<file path="src/pkg/tcp_consts.svh">
// Register offsets, field positions and reset values of the PWM channel pair.
`ifndef TCP_CONSTS_SVH
`define TCP_CONSTS_SVH

// ----------------------------------------------------------------------------
// Register byte offsets
// ----------------------------------------------------------------------------
`define TCP_OFF_MASTER_MODE    12'h000
`define TCP_OFF_MASTER_CMP     12'h004
`define TCP_OFF_SLAVE_MODE     12'h008
`define TCP_OFF_SLAVE_CMP      12'h00c
`define TCP_OFF_OUT_MODE       12'h010
`define TCP_OFF_OUT_LEVEL      12'h014
`define TCP_OFF_OUT_VALUE      12'h018
`define TCP_OFF_OUT_ENABLE     12'h01c
`define TCP_OFF_START          12'h020
`define TCP_OFF_ENABLE_STAT    12'h024
`define TCP_OFF_PORT_LATCH     12'h028
`define TCP_OFF_PORT_DIR       12'h02c
`define TCP_OFF_IRQ_FLAGS      12'h030
`define TCP_OFF_IRQ_MASK       12'h034
`define TCP_OFF_COUNTERS       12'h038
`define TCP_OFF_PRESCALE       12'h03c

// ----------------------------------------------------------------------------
// Fields and reset values
// ----------------------------------------------------------------------------
`define TCP_MODE_LSB           0
`define TCP_MODE_MSB           3
`define TCP_STS_LSB            8
`define TCP_STS_MSB            10
`define TCP_CIS_LSB            6
`define TCP_CIS_MSB            7
`define TCP_STS_MASTER_IRQ     3'h4
`define TCP_PWM_PIN_BIT        4
`define TCP_MASK_RESET         8'hc0
`define TCP_PORT_DIR_RESET     8'hff
`define TCP_MODE_RESET         16'h0000

`endif

</file>
<file path="src/pkg/tcp_pkg.sv">
// Types shared by the PWM channel pair.
package tcp_pkg;

	typedef enum logic [2:0] {
		TCP_MD_INTERVAL  = 3'h0,
		TCP_MD_CAPTURE   = 3'h2,
		TCP_MD_EVENT     = 3'h3,
		TCP_MD_ONECOUNT  = 3'h4,
		TCP_MD_CAP_ONE   = 3'h6
	} tcp_mode_t;

	typedef enum logic [1:0] {
		TCP_EDGE_FALL = 2'h0,
		TCP_EDGE_RISE = 2'h1,
		TCP_EDGE_LOW  = 2'h2,
		TCP_EDGE_HIGH = 2'h3
	} tcp_edge_t;

endpackage

</file>
<file path="src/hw/tcp_pwm.sv">
// Master and slave timer channel pair producing PWM, with an APB register file.
//
// Contract
// Mode field selects interval, capture, event, one-count or capture-one-count; others prohibited.
// Interval or capture with low bit set: interrupt and output change at start.
// One-count with low bit set: restart during counting accepted, raising interrupt; only the slave does this, the master ignores a hardware restart.
// Event and capture-one-count need low bit zero; no start interrupt, restart ignored.
// PWM uses slave in one-count, master in interval mode, pulse per period.
// Duty equals slave compare over master compare plus one, times 100.
// Output mode zero toggles on own interrupt; one sets on master, resets on slave.
// Output polarity bit zero is active high, one is active low.
// Each channel has a software output value bit.
// Output enable zero: software writes land and the pin shows them.
// Output enable one: software writes ignored, timer drives the output.
// Writing one to start trigger sets enable flag; writing zero does nothing.
// Master interrupt flag reads one while pending; software clears it.
// Interrupt mask bit zero enables, one disables interrupt.
// Pin direction zero turns output buffer on, one turns it off.
// Both-edge settings: low width starts falling; high width starts rising.
// Start trigger code for master interrupt starts slave on master interrupt.
// Period equals master compare plus one count clock periods.
// Master interrupt reloads slave counter; slave end interrupt ends the pulse.
`timescale 1ns/1ps
`include "tcp_consts.svh"

module tcp_pwm
	import tcp_pkg::*;
#(
	parameter int CNT_W = 16
) (
	input  wire logic        pclk,
	input  wire logic        presetn,
	input  wire logic        psel,
	input  wire logic        penable,
	input  wire logic        pwrite,
	input  wire logic [11:0] paddr,
	input  wire logic [31:0] pwdata,
	input  wire logic [3:0]  pstrb,
	output logic [31:0]      prdata,
	output logic             pready,
	output logic             pslverr,
	input  wire logic [1:0]  timer_in,
	output logic [1:0]       timer_out,
	output logic [1:0]       timer_oe,
	output logic             irq
);

	if (CNT_W < 2 || CNT_W > 16) begin
		$error("tcp_pwm: CNT_W must be 2 to 16");
	end

	// ------------------------------------------------------------------------
	// APB decode
	// ------------------------------------------------------------------------
	wire        acc      = psel & penable;
	wire        wr       = acc & pwrite;
	wire [11:0] a        = {paddr[11:2], 2'b00};
	wire        hit_mm   = a == `TCP_OFF_MASTER_MODE;
	wire        hit_mc   = a == `TCP_OFF_MASTER_CMP;
	wire        hit_sm   = a == `TCP_OFF_SLAVE_MODE;
	wire        hit_sc   = a == `TCP_OFF_SLAVE_CMP;
	wire        hit_om   = a == `TCP_OFF_OUT_MODE;
	wire        hit_ol   = a == `TCP_OFF_OUT_LEVEL;
	wire        hit_ov   = a == `TCP_OFF_OUT_VALUE;
	wire        hit_oe   = a == `TCP_OFF_OUT_ENABLE;
	wire        hit_st   = a == `TCP_OFF_START;
	wire        hit_es   = a == `TCP_OFF_ENABLE_STAT;
	wire        hit_pl   = a == `TCP_OFF_PORT_LATCH;
	wire        hit_pd   = a == `TCP_OFF_PORT_DIR;
	wire        hit_if   = a == `TCP_OFF_IRQ_FLAGS;
	wire        hit_mk   = a == `TCP_OFF_IRQ_MASK;
	wire        hit_cn   = a == `TCP_OFF_COUNTERS;
	wire        hit_ps   = a == `TCP_OFF_PRESCALE;
	wire        mapped   = hit_mm | hit_mc | hit_sm | hit_sc | hit_om | hit_ol | hit_ov |
		hit_oe | hit_st | hit_es | hit_pl | hit_pd | hit_if | hit_mk | hit_cn | hit_ps;
	wire        wlo      = wr & pstrb[0];
	wire        whi      = wr & pstrb[1];

	// ------------------------------------------------------------------------
	// Registers
	// ------------------------------------------------------------------------
	logic [15:0]      mmode_reg, smode_reg;
	logic [CNT_W-1:0] mcmp_reg, scmp_reg, mcnt_reg, scnt_reg;
	logic [1:0]       omode_reg, olvl_reg, oval_reg, oen_reg, en_reg, run_reg;
	logic [7:0]       plat_reg, pdir_reg, iflag_reg, imask_reg;
	logic [3:0]       pre_sel_reg;
	logic [15:0]      pre_cnt_reg;
	logic [1:0]       tin_reg;

	// Prescaled count clock tick; a single shared divider keeps both channels in step.
	wire [15:0] pre_mask = 16'((17'h1 << pre_sel_reg) - 17'h1);
	wire        tick     = (pre_cnt_reg & pre_mask) == pre_mask;

	// ------------------------------------------------------------------------
	// Mode decode per channel
	// ------------------------------------------------------------------------
	wire [2:0] mm = mmode_reg[`TCP_MODE_MSB:`TCP_MODE_LSB+1];
	wire [2:0] sm = smode_reg[`TCP_MODE_MSB:`TCP_MODE_LSB+1];
	wire       m_lsb = mmode_reg[`TCP_MODE_LSB];
	wire       s_lsb = smode_reg[`TCP_MODE_LSB];
	// Prohibited codes leave the channel idle rather than guess a behaviour.
	function automatic logic legal(input logic [2:0] m, input logic lsb);
		case (m)
			TCP_MD_INTERVAL, TCP_MD_CAPTURE, TCP_MD_ONECOUNT: legal = 1'b1;
			TCP_MD_EVENT, TCP_MD_CAP_ONE:                      legal = ~lsb;
			default:                                           legal = 1'b0;
		endcase
	endfunction
	wire m_ok = legal(mm, m_lsb);
	wire s_ok = legal(sm, s_lsb);
	wire m_up = (mm == TCP_MD_CAPTURE) | (mm == TCP_MD_CAP_ONE);
	wire s_up = (sm == TCP_MD_CAPTURE) | (sm == TCP_MD_CAP_ONE);

	// Timer input edge detection, with both-edge start/capture split.
	wire [1:0] rise = timer_in & ~tin_reg;
	wire [1:0] fall = ~timer_in & tin_reg;
	function automatic logic [1:0] edges(input logic [1:0] cis, input logic r, input logic f);
		case (cis)
			TCP_EDGE_FALL: edges = {f, f};
			TCP_EDGE_RISE: edges = {r, r};
			TCP_EDGE_LOW:  edges = {f, r};
			TCP_EDGE_HIGH: edges = {r, f};
			default:       edges = 2'b00;
		endcase
	endfunction
	wire [1:0] m_ed = edges(mmode_reg[`TCP_CIS_MSB:`TCP_CIS_LSB], rise[0], fall[0]);
	wire [1:0] s_ed = edges(smode_reg[`TCP_CIS_MSB:`TCP_CIS_LSB], rise[1], fall[1]);

	// ------------------------------------------------------------------------
	// Start triggers
	// ------------------------------------------------------------------------
	wire [1:0] sw_start = (wlo & hit_st) ? pwdata[1:0] : 2'b00;
	logic      m_irq, s_irq;
	function automatic logic hw_trig(input logic [2:0] sts, input logic [1:0] ed, input logic mi);
		case (sts)
			3'h1:                hw_trig = ed[1];
			3'h2:                hw_trig = ed[1];
			`TCP_STS_MASTER_IRQ: hw_trig = mi;
			default:             hw_trig = 1'b0;
		endcase
	endfunction
	wire m_trig = en_reg[0] & hw_trig(mmode_reg[`TCP_STS_MSB:`TCP_STS_LSB], m_ed, 1'b0);
	wire s_trig = en_reg[1] & hw_trig(smode_reg[`TCP_STS_MSB:`TCP_STS_LSB], s_ed, m_irq);

	// Master: interval counts down and reloads, so the period is compare plus one ticks.
	wire m_sw_go  = sw_start[0] & m_ok;
	wire m_zero   = mcnt_reg == '0;
	wire m_end    = run_reg[0] & tick & ~m_up & m_zero;
	wire m_go     = m_sw_go | (m_trig & ~run_reg[0] & m_ok);
	wire m_st_irq = m_go & m_lsb & ((mm == TCP_MD_INTERVAL) | (mm == TCP_MD_CAPTURE));
	wire m_cap    = run_reg[0] & m_up & m_ed[0] & (mmode_reg[`TCP_STS_MSB:`TCP_STS_LSB] != 3'h0);
	assign m_irq  = m_end | m_st_irq | m_cap;

	// Slave: one-count restarts only when the low bit allows it.
	wire s_retrig = (sm == TCP_MD_ONECOUNT) & s_lsb;
	wire s_accept = s_trig & s_ok & (~run_reg[1] | s_retrig);
	wire s_go     = (sw_start[1] & s_ok) | s_accept;
	wire s_zero   = scnt_reg == '0;
	wire s_one    = sm == TCP_MD_ONECOUNT;
	// One-count ends as the count reaches zero, so the pulse lasts exactly compare ticks.
	wire s_last   = s_one ? (scnt_reg == CNT_W'(1)) : s_zero;
	// A zero compare ends the pulse at once, giving no active time at all.
	wire s_empty  = s_accept & s_one & (scmp_reg == '0);
	wire s_end    = (run_reg[1] & tick & ~s_up & s_last & ~s_accept) | s_empty;
	wire s_st_irq = (s_go & s_lsb & ((sm == TCP_MD_INTERVAL) | (sm == TCP_MD_CAPTURE))) |
		(s_accept & run_reg[1] & s_retrig);
	wire s_cap    = run_reg[1] & s_up & s_ed[0] & (smode_reg[`TCP_STS_MSB:`TCP_STS_LSB] != 3'h0);
	assign s_irq  = s_end | s_st_irq | s_cap;

	// ------------------------------------------------------------------------
	// Counters
	// ------------------------------------------------------------------------
	always_ff @(posedge pclk or negedge presetn) begin
		if (!presetn) begin
			mcnt_reg    <= '0;
			scnt_reg    <= '0;
			run_reg     <= 2'b00;
			en_reg      <= 2'b00;
			pre_cnt_reg <= 16'h0000;
			tin_reg     <= 2'b00;
		end else begin
			pre_cnt_reg <= tick ? 16'h0000 : pre_cnt_reg + 16'h0001;
			tin_reg     <= timer_in;
			en_reg      <= en_reg | sw_start;
			if (m_go)
				mcnt_reg <= m_up ? '0 : mcmp_reg;
			else if (m_end)
				mcnt_reg <= mcmp_reg;
			else if (run_reg[0] & tick)
				mcnt_reg <= m_up ? mcnt_reg + 1'b1 : mcnt_reg - 1'b1;
			if (m_go)
				run_reg[0] <= 1'b1;
			else if (m_end & (mm != TCP_MD_INTERVAL))
				run_reg[0] <= 1'b0;
			// Slave reloads on each accepted trigger and stops at its end, except in interval mode, where it reloads and keeps running.
			if (s_go)
				scnt_reg <= s_up ? '0 : scmp_reg;
			else if (run_reg[1] & tick & ~(s_end & s_zero))
				scnt_reg <= s_up ? scnt_reg + 1'b1 : scnt_reg - 1'b1;
			if (s_go & ~s_empty)
				run_reg[1] <= 1'b1;
			else if (s_end & (sm != TCP_MD_INTERVAL))
				run_reg[1] <= 1'b0;
			else if (s_end)
				scnt_reg <= scmp_reg;
		end
	end

	// ------------------------------------------------------------------------
	// Output logic
	// ------------------------------------------------------------------------
	// Timer-driven output level per channel before polarity.
	logic [1:0] tout;
	always_comb begin
		tout = oval_reg;
		if (omode_reg[0] ? 1'b0 : m_irq)
			tout[0] = ~oval_reg[0];
		if (omode_reg[1]) begin
			if (s_irq)
				tout[1] = 1'b0;
			else if (m_irq)
				tout[1] = 1'b1;
		end else if (s_irq)
			tout[1] = ~oval_reg[1];
	end
	wire [1:0] sw_val = (wlo & hit_ov) ? pwdata[1:0] : oval_reg;

	always_ff @(posedge pclk or negedge presetn) begin
		if (!presetn)
			oval_reg <= 2'b00;
		else begin
			for (int i = 0; i < 2; i++)
				oval_reg[i] <= oen_reg[i] ? tout[i] : sw_val[i];
		end
	end

	// Polarity is applied at the pin so the stored value keeps its timer meaning.
	always_ff @(posedge pclk or negedge presetn) begin
		if (!presetn) begin
			timer_out <= 2'b00;
			timer_oe  <= 2'b00;
		end else begin
			timer_out <= oval_reg ^ olvl_reg;
			timer_oe  <= {~pdir_reg[`TCP_PWM_PIN_BIT], 1'b0};
		end
	end

	// ------------------------------------------------------------------------
	// Interrupt flags and mask
	// ------------------------------------------------------------------------
	wire [7:0] ev      = {s_irq, m_irq, 6'h00};
	wire [7:0] if_clr  = (wlo & hit_if) ? pwdata[7:0] : 8'h00;
	assign irq = |(iflag_reg & ~imask_reg);

	always_ff @(posedge pclk or negedge presetn) begin
		if (!presetn)
			iflag_reg <= 8'h00;
		else
			iflag_reg <= (iflag_reg & ~if_clr) | ev;
	end

	// ------------------------------------------------------------------------
	// Software registers
	// ------------------------------------------------------------------------
	always_ff @(posedge pclk or negedge presetn) begin
		if (!presetn) begin
			mmode_reg   <= `TCP_MODE_RESET;
			smode_reg   <= `TCP_MODE_RESET;
			mcmp_reg    <= '0;
			scmp_reg    <= '0;
			omode_reg   <= 2'b00;
			olvl_reg    <= 2'b00;
			oen_reg     <= 2'b00;
			plat_reg    <= 8'h00;
			pdir_reg    <= `TCP_PORT_DIR_RESET;
			imask_reg   <= `TCP_MASK_RESET;
			pre_sel_reg <= 4'h0;
		end else begin
			if (wlo & hit_mm) mmode_reg[7:0]  <= pwdata[7:0];
			if (whi & hit_mm) mmode_reg[15:8] <= pwdata[15:8];
			if (wlo & hit_sm) smode_reg[7:0]  <= pwdata[7:0];
			if (whi & hit_sm) smode_reg[15:8] <= pwdata[15:8];
			if (wr & hit_mc) mcmp_reg <= pwdata[CNT_W-1:0];
			if (wr & hit_sc) scmp_reg <= pwdata[CNT_W-1:0];
			if (wlo & hit_om) omode_reg <= pwdata[1:0];
			if (wlo & hit_ol) olvl_reg  <= pwdata[1:0];
			if (wlo & hit_oe) oen_reg   <= pwdata[1:0];
			if (wlo & hit_pl) plat_reg  <= pwdata[7:0];
			if (wlo & hit_pd) pdir_reg  <= pwdata[7:0];
			if (wlo & hit_mk) imask_reg <= pwdata[7:0];
			if (wlo & hit_ps) pre_sel_reg <= pwdata[3:0];
		end
	end

	// ------------------------------------------------------------------------
	// Read back
	// ------------------------------------------------------------------------
	logic [31:0] rd;
	always_comb begin
		rd = 32'h0000_0000;
		case (1'b1)
			hit_mm: rd[15:0] = mmode_reg;
			hit_mc: rd[CNT_W-1:0] = mcmp_reg;
			hit_sm: rd[15:0] = smode_reg;
			hit_sc: rd[CNT_W-1:0] = scmp_reg;
			hit_om: rd[1:0] = omode_reg;
			hit_ol: rd[1:0] = olvl_reg;
			hit_ov: rd[1:0] = oval_reg;
			hit_oe: rd[1:0] = oen_reg;
			hit_es: rd[3:0] = {run_reg, en_reg};
			hit_pl: rd[7:0] = plat_reg;
			hit_pd: rd[7:0] = pdir_reg;
			hit_if: rd[7:0] = iflag_reg;
			hit_mk: rd[7:0] = imask_reg;
			hit_cn: rd = {16'(scnt_reg), 16'(mcnt_reg)};
			hit_ps: rd[3:0] = pre_sel_reg;
			default: rd = 32'h0000_0000;
		endcase
	end

	always_ff @(posedge pclk or negedge presetn) begin
		if (!presetn)
			prdata <= 32'h0000_0000;
		else if (psel & ~penable & ~pwrite)
			prdata <= rd;
	end

	assign pready  = 1'b1;
	assign pslverr = acc & ~mapped;

endmodule

</file>
<file path="config.mk">
export PLATFORM = sky130hd
export DESIGN_NAME = tcp_pwm
export DESIGN_NICKNAME = d
export VERILOG_FILES = /design/src/pkg/tcp_pkg.sv /design/src/hw/tcp_pwm.sv
export VERILOG_INCLUDE_DIRS = /design/src /design/src/pkg
export SDC_FILE = /design/constraint.sdc
export NUM_CORES = 1
export LEC_CHECK = 0
export ABC_CLOCK_PERIOD_IN_PS = 4800
export BUFFER_PORTS_ARGS = -buffer_cell sky130_fd_sc_hd__buf_2
export CORE_ASPECT_RATIO = 0.75
export CORE_MARGIN = 2
export CORE_UTILIZATION = 44
export CTS_BUF_LIST = sky130_fd_sc_hd__clkbuf_8 sky130_fd_sc_hd__clkbuf_16
export DETAILED_ROUTE_END_ITERATION = 7
export GPL_ROUTABILITY_DRIVEN = 0
export PLACE_DENSITY_LB_ADDON = 0.1
export SYNTH_ARGS = -nofsm -noshare
export SYNTH_HDL_FRONTEND = slang
export SYNTH_SLANG_ARGS = --single-unit
</file>
<file path="constraint.sdc">
create_clock -name pclk -period 4.8 [get_ports pclk]
set_input_delay 0.96 -clock pclk [delete_from_list [all_inputs] [get_ports pclk]]
set_output_delay 0.96 -clock pclk [all_outputs]
set_load 0.03 [all_outputs]
</file>
-- After elaboration in Yosys (flattened, before gate mapping)
Index checks and enable logic that the tools add are counted.
- $add $sub $neg: 6
- multipliers: 0
- shift-type cells: 1
- muxes and demuxes: 107
- reductions and logical operators: 26
- bitwise operators: 113
- equality and inequality tests: 39
- order comparisons: 0
- divide/modulo/power cells: 0
- operator list (operator ; number):
    16-bit two-way mux ; 27
    8-bit two-way mux ; 15
    10-bit by 4-bit == test with 1-bit output, second input constant ; 8
    2-bit two-way mux ; 32
    1-bit AND ; 58
    4-bit two-way mux ; 14
    16-bit by 1-bit adder with 16-bit output, second input constant ; 3
    16-bit zero test ; 3
    16-bit by 1-bit subtractor with 16-bit output, second input constant ; 3
    10-bit by 3-bit == test with 1-bit output, second input constant ; 4
    1-bit OR ; 28
    10-bit by 2-bit == test with 1-bit output, second input constant ; 2
    3-bit by 2-bit == test with 1-bit output, second input constant ; 6
    16-bit AND ; 1
    8-bit AND ; 2
    16-bit by 1-bit == test with 1-bit output, second input constant ; 1
    16-bit == test ; 1
    8-bit NOT ; 2
    2-bit one-hot mux with 4 select lines ; 2
    1-bit by 4-bit left shift with 16-bit output, first input constant ; 1
    3-bit == test, second input constant ; 5
    1-bit NOT ; 15
    3-bit nonzero test ; 5
    1-bit two-way mux ; 14
    other kinds (22) ; 40
- memories: 0
- memory bits (writable): 0
- memory bits (read-only): 0
- register bits: 197
- word-level logic and storage cells: 318
- bits in latches: 0
- output and inout bits: 39
- input bits: 55

-- Logic depth before layout (Yosys ltp)
Gate-level depths: netlist of the first run.
- depth in word-level cells: 27
- depth in mapped cells: 16
- depth with buffers taken out: 12

-- Worst setup path after synthesis of the first run
OpenSTA, ideal clock, no wires.
- kind: reg-to-reg
- from: register pre_sel_reg[0]
- to: register scnt_reg[10]
- library setup time: 0.124 ns
- required time: 4.676 ns
- stages on the path, launching flop included: 15
- setup slack: 1.238 ns
- data arrival time: 3.438 ns
- period minus slack after synthesis: 3.562 ns
- path through: dfrtp_1 -> buf_2 -> or4_1 -> ha_1 -> buf_2 -> nor3b_1 -> o21ai_0 -> nand4b_1 -> nand3b_1 -> or4b_4 -> nand2b_4 -> and3_1 -> buf_6 -> o211a_1 -> a211o_1
- word-level cells in the longest chain between the ends: 24
- elaborated cells between the ends (all ways): 33
- classes of those cells: add/sub (1); eq/ne (1); shift (1); mux (6); bitwise (24)
- RTL lines (element ; line ; text):
    from (decl) ; tcp_pwm.sv:86 ; logic [3:0] pre_sel_reg;
    from (signal assigned) ; tcp_pwm.sv:291 ; if (wlo & hit_ps) pre_sel_reg <= pwdata[3:0];
    1-bit by 4-bit left shift with 16-bit output * ; tcp_pwm.sv:91 ; wire [15:0] pre_mask = 16'((17'h1 << pre_sel_reg) - 17'h1);
    16-bit by 1-bit subtractor with 16-bit output * ; tcp_pwm.sv:91 ;
    16-bit AND ; tcp_pwm.sv:92 ; wire tick = (pre_cnt_reg & pre_mask) == pre_mask;
    16-bit == test * ; tcp_pwm.sv:92 ;
    1-bit AND (3 in series) ; tcp_pwm.sv:148 ; wire m_end = run_reg[0] & tick & ~m_up & m_zero;
    1-bit OR (2 in series) ; tcp_pwm.sv:152 ; assign m_irq = m_end | m_st_irq | m_cap;
    1-bit one-hot mux with 2 select lines ; tcp_pwm.sv:135 ; case (sts)
    1-bit AND ; tcp_pwm.sv:143 ; wire s_trig = en_reg[1] & hw_trig(smode_reg[`TCP_STS_MSB:`TCP_STS_LSB], s_ed, m_irq);
    [... 5 more ...] ; -- ;
    1-bit AND ; tcp_pwm.sv:198 ; else if (run_reg[1] & tick & ~(s_end & s_zero))
    1-bit NOT ; tcp_pwm.sv:198 ;
    1-bit AND ; tcp_pwm.sv:198 ;
    16-bit two-way mux ; tcp_pwm.sv:198 ;
    16-bit two-way mux ; tcp_pwm.sv:196 ; if (s_go)
    16-bit two-way mux ; tcp_pwm.sv:204 ; else if (s_end)
    16-bit two-way mux ; tcp_pwm.sv:202 ; else if (s_end & (sm != TCP_MD_INTERVAL))
    16-bit two-way mux * ; tcp_pwm.sv:200 ; if (s_go & ~s_empty)
    to (signal assigned) ; tcp_pwm.sv:197 ; scnt_reg <= s_up ? '0 : scmp_reg;
    to (signal assigned) ; tcp_pwm.sv:199 ; scnt_reg <= s_up ? scnt_reg + 1'b1 : scnt_reg - 1'b1;
    to (signal assigned) ; tcp_pwm.sv:205 ; scnt_reg <= scmp_reg;
    to (decl) ; tcp_pwm.sv:83 ; logic [CNT_W-1:0] mcmp_reg, scmp_reg, mcnt_reg, scnt_reg;
Mark *: on every way between the ends. The rest lies on a longest branch, timed or not.
A chain may end at the register's enable or synchronous reset.

-- Worst setup path after layout of the first run
- from: register pre_sel_reg[2]
- to: register scnt_reg[9]
Same word-level chain as after synthesis.

==> run_results.csv, run 1 <==
group,metric,value,unit
status,outcome,"finished, final reports clean",
layout,largest_reg_flops,32,
timing,hold_viol_final,0,
global_routing,gr-total-overflow,0,
place,dpl_cell_area,0.01190,mm²
synthesis,synth_top_area_cell,"dfrtp_1",
detailed_routing,drtPass1Iterations,6,
critical_path,critPathMaxFanout,16,
timing,period_share,0.9108,
hold_path,worstHoldStart,"pdir_reg[4]",
global_routing,grtUsageTotal,0.2500,
layout,largest-register,"prdata",
timing,setup_tns,0,ps
detailed_routing,viasPerCell,6.043,
floorplan,die_h,142.1,µm
timing,period_needed,4372,ps
clock_network,post-cts-setup-buffers,0,
timing,max_freq,228.7,MHz
global_routing,antenna_found_initial,0,
detailed_routing,route.detailed.drc,0,
clock_network,clock_latency,450,ps
synthesis,yosysSeqAreaShare,0.4398,
layout,areaGrowthSynthToFinish,11.48,%
layout,final_nets,1251,
hold_path,hp-class,"reg2reg",
global_routing,grtUsageMet2,0.3667,
clock_network,ctsResizeCount,0,
global_routing,grt_pass1_vias,8649,
global_routing,gr-usage-met1,0.3892,
clock_network,clockRootBuffer,"clkbuf_16",
detailed_routing,routed_wl,32510,µm
critical_path,path_class,"reg2reg",
critical_path,r2r-end,"scnt_reg[9]",
floorplan,start_util,0.4479,
detailed_routing,drt-initial-drc-count,793,
critical_path,start_kind,"flip-flop",
detailed_routing,vias,9228,
synthesis,synthCells,1120,
detailed_routing,ant_nets,0,
hold_path,hold_end,"timer_oe[1]",
timing,finalClockSkew,14.56,ps
synthesis,synth.avg_cell_area,9.983,µm²
critical_path,reg2reg_from,"pre_sel_reg[2]",
floorplan,coreArea,0.02496,mm²
clock_network,cts_tree,"yes",
power,ir_drop,0.2588,mV
timing,slew_headroom,0.3944,
timing,setup_viol,0,
clock_network,clk_path_buf_depth,2,
critical_path,cp.required,5180,ps
floorplan,ios,94,
power,leakage,5.766,nW
layout,nFillCells,2344,
critical_path,r2r_cells,11,
synthesis,syn_nets,1195,
synthesis,netlist_area,0.01118,mm²
floorplan,rows,50,
layout,antenna_cells,0,
timing,rsz0062_at_grt,"no",
power,powerDensity,342.2,mW/mm²
clock_network,cts_hold_buffers,0,
timing,timing.hold.ws,445.2,ps
synthesis,synth_async_sr_flop_share,1.000,
critical_path,critPathCaptureType,"flip-flop",
synthesis,synth_cell_type_count,87,
global_routing,grtUsageMet3,0.04093,
critical_path,arrival,4760,ps
synthesis,synthFlopType,"dfrtp_1",
clock_network,cts_sinks,196,
detailed_routing,post_drt_wl_per_cell,21.29,µm
layout,stdcell_area,0.01246,mm²
flow_run,maxCapViolCount,0,
global_routing,grt_pass1_wl,51320,µm
clock_network,cts_made_buffers,17,
clock_network,htree_levels,4,
hold_path,holdPathStages,1,
synthesis,synth_warnings,0,
timing,finalWorstSetupSlack,428.4,ps
critical_path,regToRegSetupSlack,430,ps
global_routing,grt_max_degree,99,
synthesis,ys_ff_latch,196,
place,place_ws,543.1,ps
global_routing,grt.busiest_layer,"met1",
floorplan,die-area,0.02671,mm²
synthesis,netlist_top_cells_area,"dfrtp_1, mux2_2, nand2_1",
synthesis,synth_top_area_share,0.4163,
place,io_buffers,71,
layout,drive_gt1_frac,0.2296,
timing,final_max_slew_viol_count,0,
clock_network,clkTransAtPathRegs,80,ps
floorplan,die_w,188.1,µm
synthesis,synth_edf_count,0,
timing,worstMarginPinSlew,901.5,ps
place,dp_hpwl,22940,µm
==> power breakdown <==
part | total [mW] | switching [mW] | leakage [nW] | internal [mW]
logic | 0.951 | 0.525 | 2.92 | 0.426
registers | 1.90 | 0.150 | 2.57 | 1.75
clock network | 1.42 | 0.728 | 0.277 | 0.691
total | 4.27 | 1.40 | 5.77 | 2.86
==> critical path, cell delays in order, from the launching register on <==
cell and delay [ps]:
dfrtp_1 560, or4_1 580, ha_1 360, or4_1 560, a21oi_1 120, o21ai_0 150
nand4_1 280, nor3_1 150, o21ai_2 310, nand3_1 470, or4_1 650, nand3_1 90
==> layer usage <==
layer / share of wire / vias to the layer above
met3: 0.060 / 38
met1: 0.51 / 4688
met2: 0.42 / 275
met4: 0.011 / 0
met5: 0 / -
li1: - / 4227
==> worst max-delay path by stage <==
stage | slack, ps | to | cells after the start | startpoint
2_1_floorplan | 1240 | scnt_reg[10] | 14 | pre_sel_reg[0]
3_3_place_gp | 580 | scnt_reg[12] | 11 | pre_sel_reg[2]
3_5_place_dp | 540 | scnt_reg[14] | 11 | pre_sel_reg[2]
4_1_cts | 510 | scnt_reg[6] | 11 | pre_sel_reg[2]
5_1_grt | 220 | scnt_reg[6] | 11 | pre_sel_reg[2]
6_report | 430 | scnt_reg[9] | 11 | pre_sel_reg[2]
==> cells by family (layout without fill, tap and decap cells) <==
| logic type | Yosys count | in the layout | synth area share |
|---|---|---|---|
| AND/OR/NAND/NOR | 412 | 412 | 0.1883 |
| AO/OA/AOI/OAI | 227 | 227 | 0.1371 |
| flip-flops | 196 | 196 | 0.4398 |
| multiplexers | 135 | 135 | 0.1477 |
| buffers and inverters | 90 | 159 | 0.03357 |
| XOR/XNOR | 38 | 38 | 0.02977 |
| adder cells (fa/ha/maj) | 20 | 20 | 0.02305 |
| other | 2 | 2 | 0.0006717 |
==> synthesized netlist by cell type, types with 4 or more instances <==
master,instances
xnor2_1,21
a22oi_1,13
nand2_1,108
a221oi_1,13
mux2i_1,21
or3_1,8
nand4_1,15
inv_1,32
a21oi_1,55
or4_1,13
mux4_2,14
nand3_1,55
o21a_1,4
a21boi_0,4
a211oi_1,4
dfstp_2,10
nand2b_1,21
a22o_1,5
clkbuf_1,37
nor3b_1,5
a21o_1,9
buf_1,5
nor2b_1,12
dfrtp_1,186
o22ai_1,12
nor2_1,93
ha_1,19
buf_2,12
o21bai_1,5
nor4_1,19
o32ai_1,5
mux2_2,100
o21ai_0,38
xor2_1,17
nor3_1,19
o211ai_1,16
and3_1,11
or2_2,5
a31oi_1,10
==> final cells by class <==
cell class	count	area, µm²	share of cell area
inverters	32	120.1	0.009637
clock buffers	17	425.4	0.03413
flip-flops and latches	196	4917	0.3945
multi-input cells	834	5896	0.4730
well taps	338	422.9	0.03393
clock inverters	15	138.9	0.01114
repair buffers	95	544.3	0.04367
==> cells in the final DEF (no fill, tap or decap), drive strengths merged, types with 22 or more instances in the layout <==
cell type / count
o21ai: 41
nor2: 94
nand3: 56
buf: 94
mux2: 100
nand2: 108
dfrtp: 186
nand2b: 22
inv: 42
a21oi: 55
==> through the flow <==
step / power (mW) / instances / util
after floorplan: 2.587 / 1120 / -
after global placement: 2.849 / 1495 / 0.4767
after detailed placement: 2.875 / 1495 / 0.4767
after CTS: 4.292 / 1527 / 0.4993
after global routing: 4.504 / 1527 / 0.4993
final: 4.265 / 1527 / 0.4993
(Power assumes the default switching activity.)
==> run 2, diff against run 1 <==
--- a/config.mk
+++ b/config.mk
@@ -14,6 +14,7 @@
 export CTS_BUF_LIST = sky130_fd_sc_hd__clkbuf_8 sky130_fd_sc_hd__clkbuf_16
 export DETAILED_ROUTE_END_ITERATION = 7
 export GPL_ROUTABILITY_DRIVEN = 0
+export MAX_ROUTING_LAYER = met4
 export PLACE_DENSITY_LB_ADDON = 0.1
 export SYNTH_ARGS = -nofsm -noshare
 export SYNTH_HDL_FRONTEND = slang
==> run_results.csv, run 2 (synthesized netlist as in run 1, its figures left out) <==
group,metric,value,unit
floorplan,start_util,0.4479,
layout,instances_no_fill,1527,
clock_network,cts_sinks,196,
detailed_routing,ant_nets,0,
timing,period_needed,4372,ps
global_routing,grt_pass1_wl,51340,µm
detailed_routing,drt-initial-drc-count,814,
critical_path,regToRegSetupSlack,430,ps
global_routing,gr-total-overflow,0,
clock_network,htree_levels,4,
place,dp_cells,1495,
timing,setup_tns,0,ps
timing,finalWorstSetupSlack,427.6,ps
critical_path,critPathMaxFanout,16,
layout,stdcell_area,0.01246,mm²
timing,worstMarginPinSlew,889.1,ps
layout,multi_input_area,0.005896,mm²
layout,final_cell_mix,"dfrtp_1, nand2_1, mux2_2, nor2_1, buf_2",
detailed_routing,drtPass1Iterations,5,
timing,finalClockSkew,15.58,ps
place,dpl_cell_area,0.01190,mm²
layout,largest-register,"prdata",
layout,drive_gt1_frac,0.2296,
global_routing,grt_pass1_vias,8643,
status,outcome,"finished, final reports clean",
timing,rsz0062_at_grt,"no",
timing,slew_headroom,0.4027,
clock_network,cts_tree,"yes",
clock_network,ctsResizeCount,0,
timing,final_max_slew_viol_count,0,
clock_network,clock_latency,450,ps
clock_network,clkTransAtPathRegs,80,ps
layout,largest_reg_flops,32,
global_routing,antenna_found_initial,0,
place,place_ws,543.1,ps
clock_network,cts_hold_buffers,0,
layout,regArea,0.004917,mm²
layout,nFillCells,2344,
clock_network,clockRootBuffer,"clkbuf_16",
detailed_routing,post_drt_wl_per_cell,21.23,µm
critical_path,cpPeakStageDelay,650,ps
floorplan,die-area,0.02671,mm²
critical_path,r2r-end,"scnt_reg[6]",
detailed_routing,routed_wl,32420,µm
critical_path,reg2reg_from,"pre_sel_reg[2]",
detailed_routing,vias,9171,
power,ir_drop,0.2613,mV
clock_network,post-cts-setup-buffers,0,
global_routing,grtUsageTotal,0.2581,
floorplan,coreArea,0.02496,mm²
timing,period_share,0.9109,
critical_path,path_class,"reg2reg",
hold_path,holdPathStages,1,
layout,layout_commonest_cell,"dfrtp_1",
place,io_buffers,71,
layout,areaGrowthSynthToFinish,11.48,%
layout,final_nets,1251,
place,dp_hpwl,22940,µm
timing,hold_viol_final,0,
timing,setup_viol,0,
clock_network,clk_path_buf_depth,2,
critical_path,cp.required,5180,ps
hold_path,hold_end,"timer_oe[1]",
layout,antenna_cells,0,
critical_path,cp_common_cell,"or4_1",
hold_path,worstHoldStart,"pdir_reg[4]",
floorplan,ios,94,
global_routing,grt_max_degree,99,
flow_run,maxCapViolCount,0,
hold_path,hp-class,"reg2reg",
power,powerDensity,342.2,mW/mm²
timing,max_freq,228.7,MHz
critical_path,start_kind,"flip-flop",
critical_path,critPathCaptureType,"flip-flop",
power,leakage,5.766,nW
critical_path,slowest_stage,"or4_1",
timing,timing.hold.ws,446.2,ps
critical_path,path_cells,"or4_1 > ha_1 > or4_1 > a21oi_1 > o21ai_0 > nand4_1 > nor3_1 > o21ai_2 > nand3_1 > or4_1 > nand3_1",
floorplan,die_h,142.1,µm
critical_path,arrival,4750,ps
detailed_routing,route.detailed.drc,0,
detailed_routing,viasPerCell,6.006,
critical_path,r2r_cells,11,
clock_network,cts_made_buffers,17,
floorplan,die_w,188.1,µm
floorplan,rows,50,
[run 2: worst max-delay path, delay by kind of cell, from the launching register on]
kind / cells / cell delay (ps)
and+or+nand+nor: 7 / 2790
AOI/OAI and AO/OA: 3 / 580
DFF: 1 / 550
adders and majority gates: 1 / 360
[run 2: layout make-up]
| class | count | share of cell area |
|---|---|---|
| Tap cell | 338 | 0.03393 |
| Multi-Input combinational cell | 834 | 0.4730 |
| Inverter | 32 | 0.009637 |
| Clock buffer | 17 | 0.03413 |
| Clock inverter | 15 | 0.01114 |
| Timing Repair Buffer | 95 | 0.04367 |
| Sequential cell | 196 | 0.3945 |
[run 2: through the flow]
stage                       util  power (mW)
after floorplan                -       2.587
after global placement    0.4767       2.849
after detailed placement  0.4767       2.875
after CTS                 0.4993       4.292
after global routing      0.4993       4.503
final                     0.4993       4.265
[run 2: power breakdown]
| group | switching (mW) | leakage (nW) | total, mW | internal [mW] |
|---|---|---|---|---|
| clock network | 0.729 | 0.277 | 1.42 | 0.691 |
| registers | 0.150 | 2.57 | 1.90 | 1.75 |
| logic | 0.525 | 2.92 | 0.950 | 0.426 |
| total | 1.40 | 5.77 | 4.27 | 2.86 |
[run 2: worst max path at each step]
| stage | from | end | slack, ps | cells past startpoint |
|---|---|---|---|---|
| after global placement | pre_sel_reg[2] | scnt_reg[12] | 580 | 11 |
| after floorplan | pre_sel_reg[0] | scnt_reg[10] | 1240 | 14 |
| final | pre_sel_reg[2] | scnt_reg[6] | 430 | 11 |
| after detailed placement | pre_sel_reg[2] | scnt_reg[14] | 540 | 11 |
| after global routing | pre_sel_reg[2] | scnt_reg[6] | 220 | 11 |
| after CTS | pre_sel_reg[2] | scnt_reg[6] | 510 | 11 |
[run 2: routing by layer]
metal,global-route usage,up-vias,wire [µm]
met4,0.04724,0,356
met3,0.04043,26,1928
li1,-,4229,-
met5,-,-,0
met1,0.3898,4632,16380
met2,0.3674,284,13760
==> run 3, diff against run 2 <==
--- a/config.mk
+++ b/config.mk
@@ -7,15 +7,15 @@
 export NUM_CORES = 1
 export LEC_CHECK = 0
 export ABC_CLOCK_PERIOD_IN_PS = 4800
-export BUFFER_PORTS_ARGS = -buffer_cell sky130_fd_sc_hd__buf_2
 export CORE_ASPECT_RATIO = 0.75
 export CORE_MARGIN = 2
 export CORE_UTILIZATION = 44
 export CTS_BUF_LIST = sky130_fd_sc_hd__clkbuf_8 sky130_fd_sc_hd__clkbuf_16
 export DETAILED_ROUTE_END_ITERATION = 7
+export DONT_BUFFER_PORTS = 1
 export GPL_ROUTABILITY_DRIVEN = 0
 export MAX_ROUTING_LAYER = met4
-export PLACE_DENSITY_LB_ADDON = 0.1
+export PLACE_DENSITY = 0.62
 export SYNTH_ARGS = -nofsm -noshare
 export SYNTH_HDL_FRONTEND = slang
 export SYNTH_SLANG_ARGS = --single-unit
==> constraint.sdc (replaced) <==
create_clock -name pclk -period 4.8 [get_ports pclk]
set_input_delay 0.48 -clock pclk [delete_from_list [all_inputs] [get_ports pclk]]
set_output_delay 0.48 -clock pclk [all_outputs]
set_load 0.03 [all_outputs]
==> run_results.csv, run 3 (synthesized netlist as in run 1, its figures left out) <==
group,metric,value,unit
status,outcome,"finished, violations left",
status,failed_checks,"hold timing",
global_routing,grt.busiest_layer,"met1",
hold_path,hp-class,"in2async",
layout,drive_gt1_frac,0.1733,
critical_path,regToRegSetupSlack,500,ps
critical_path,crit_start,"pre_sel_reg[2]",
critical_path,start_kind,"flip-flop",
timing,period_share,0.8966,
layout,layout_commonest_cell,"dfrtp_1",
global_routing,gr-usage-met1,0.3529,
global_routing,grtUsageMet3,0.05597,
global_routing,antenna_found_initial,0,
detailed_routing,drtPass1Iterations,5,
global_routing,gr-total-overflow,0,
detailed_routing,route.detailed.drc,0,
detailed_routing,viasPerCell,6.130,
detailed_routing,ant_nets,0,
global_routing,grt_pass1_wl,48800,µm
place,dpl_cell_area,0.01146,mm²
clock_network,cts_sinks,196,
flow_run,maxCapViolCount,0,
clock_network,clkTransAtPathRegs,80,ps
critical_path,crit_buf_inv,0,
critical_path,cpPeakStageDelay,640,ps
critical_path,critPathCaptureType,"flip-flop",
clock_network,cts_tree,"yes",
timing,finalWorstSetupSlack,496.2,ps
global_routing,grtUsageMet2,0.3467,
power,powerDensity,348.9,mW/mm²
critical_path,slowest_stage,"or4_1",
critical_path,cp_num_cells,11,
clock_network,post-cts-setup-buffers,0,
clock_network,clock_latency,450,ps
critical_path,path_class,"reg2reg",
layout,nFillCells,2295,
timing,period_needed,4304,ps
power,leakage,5.410,nW
timing,finalClockSkew,25.20,ps
floorplan,ios,94,
layout,stdcell_area,0.01205,mm²
global_routing,grtUsageTotal,0.2424,
place,place_ws,534.6,ps
timing,setup_viol,0,
floorplan,die-area,0.02671,mm²
clock_network,htree_levels,4,
global_routing,grt_pass1_vias,8349,
layout,largest_reg_flops,32,
clock_network,cts_made_buffers,17,
clock_network,clk_path_buf_depth,2,
floorplan,rows,50,
critical_path,arrival,4680,ps
layout,final_cell_mix,"dfrtp_1, nand2_1, mux2_2, nor2_1",
timing,slew_headroom,0.4009,
place,io_buffers,0,
critical_path,r2r_cells,11,
power,ir_drop,0.2787,mV
power,p_total,4.206,mW
timing,final_max_slew_viol_count,0,
layout,final_nets,1170,
layout,areaGrowthSynthToFinish,7.800,%
floorplan,coreArea,0.02496,mm²
detailed_routing,routed_wl,30620,µm
clock_network,clockRootBuffer,"clkbuf_16",
detailed_routing,drt-initial-drc-count,804,
timing,hold_viol_final,191,
timing,rsz0062_at_grt,"no",
place,dp_hpwl,21160,µm
floorplan,die_h,142.1,µm
global_routing,grt_max_degree,197,
critical_path,reg2reg_from,"pre_sel_reg[2]",
critical_path,cp.required,5180,ps
floorplan,start_util,0.4479,
floorplan,die_w,188.1,µm
layout,largest-register,"prdata",
timing,timing.hold.ws,-264.8,ps
critical_path,path_cells,"or4_1 > ha_1 > or4_1 > a21oi_1 > o21ai_0 > nand4_1 > nor3_1 > o21ai_2 > nand3_1 > or4_1 > nand3_1",
critical_path,cp_common_cell,"or4_1",
timing,worstMarginPinSlew,898.6,ps
critical_path,critPathMaxFanout,16,
layout,antenna_cells,0,
critical_path,path_delay_family,"simple AND/OR/NAND/NOR gates",
detailed_routing,vias,8864,
timing,max_freq,232.4,MHz
timing,setup_tns,0,ps
clock_network,ctsResizeCount,0,
detailed_routing,post_drt_wl_per_cell,21.18,µm
-- run 3: final cells by class --
class,count,area [µm²],area share
Clock buffer,17,425.4,0.03530
Clock inverter,15,166.4,0.01381
Inverter,32,120.1,0.009966
Multi-Input combinational cell,834,5896,0.4892
Sequential cell,196,4917,0.4080
Tap cell,338,422.9,0.03509
Timing Repair Buffer,14,105.1,0.008720
-- run 3: where the power goes --
part,switching [mW],internal [mW],total [mW]
Combinational,0.421,0.402,0.823
Sequential,0.168,1.75,1.91
Clock,0.725,0.744,1.47
Total,1.31,2.89,4.21
-- run 3: final timing paths --
kind	endpoint
max	scnt_reg[9]
min	timer_out[1]
max reg2reg	scnt_reg[9]
min reg2reg	timer_oe[1]
max in group asynchronous	mcnt_reg[11]
min in group pclk	tin_reg[0]
-- run 3: worst reg2reg max path, stage by stage (launching register included) --
cell	delay [ps]
dfrtp_1	550
or4_1	580
ha_1	350
or4_1	570
a21oi_1	140
o21ai_0	140
nand4_1	270
nor3_1	140
o21ai_2	320
nand3_1	460
or4_1	640
nand3_1	100
-- run 3: through the flow --
stage	hold WS, ps	std cells	util
2_1_floorplan	184.4	1120	-
3_3_place_gp	193.6	1414	0.4591
3_5_place_dp	192.9	1414	0.4591
4_1_cts	-280.6	1446	0.4829
5_1_grt	-289.9	1446	0.4829
6_report	-264.8	1446	0.4829
-- run 3: layer usage --
metal | up-vias | part of all wire
met2 | 315 | 0.44
met3 | 17 | 0.074
met1 | 4452 | 0.47
met5 | - | 0
met4 | 0 | 0.010
li1 | 4080 | -
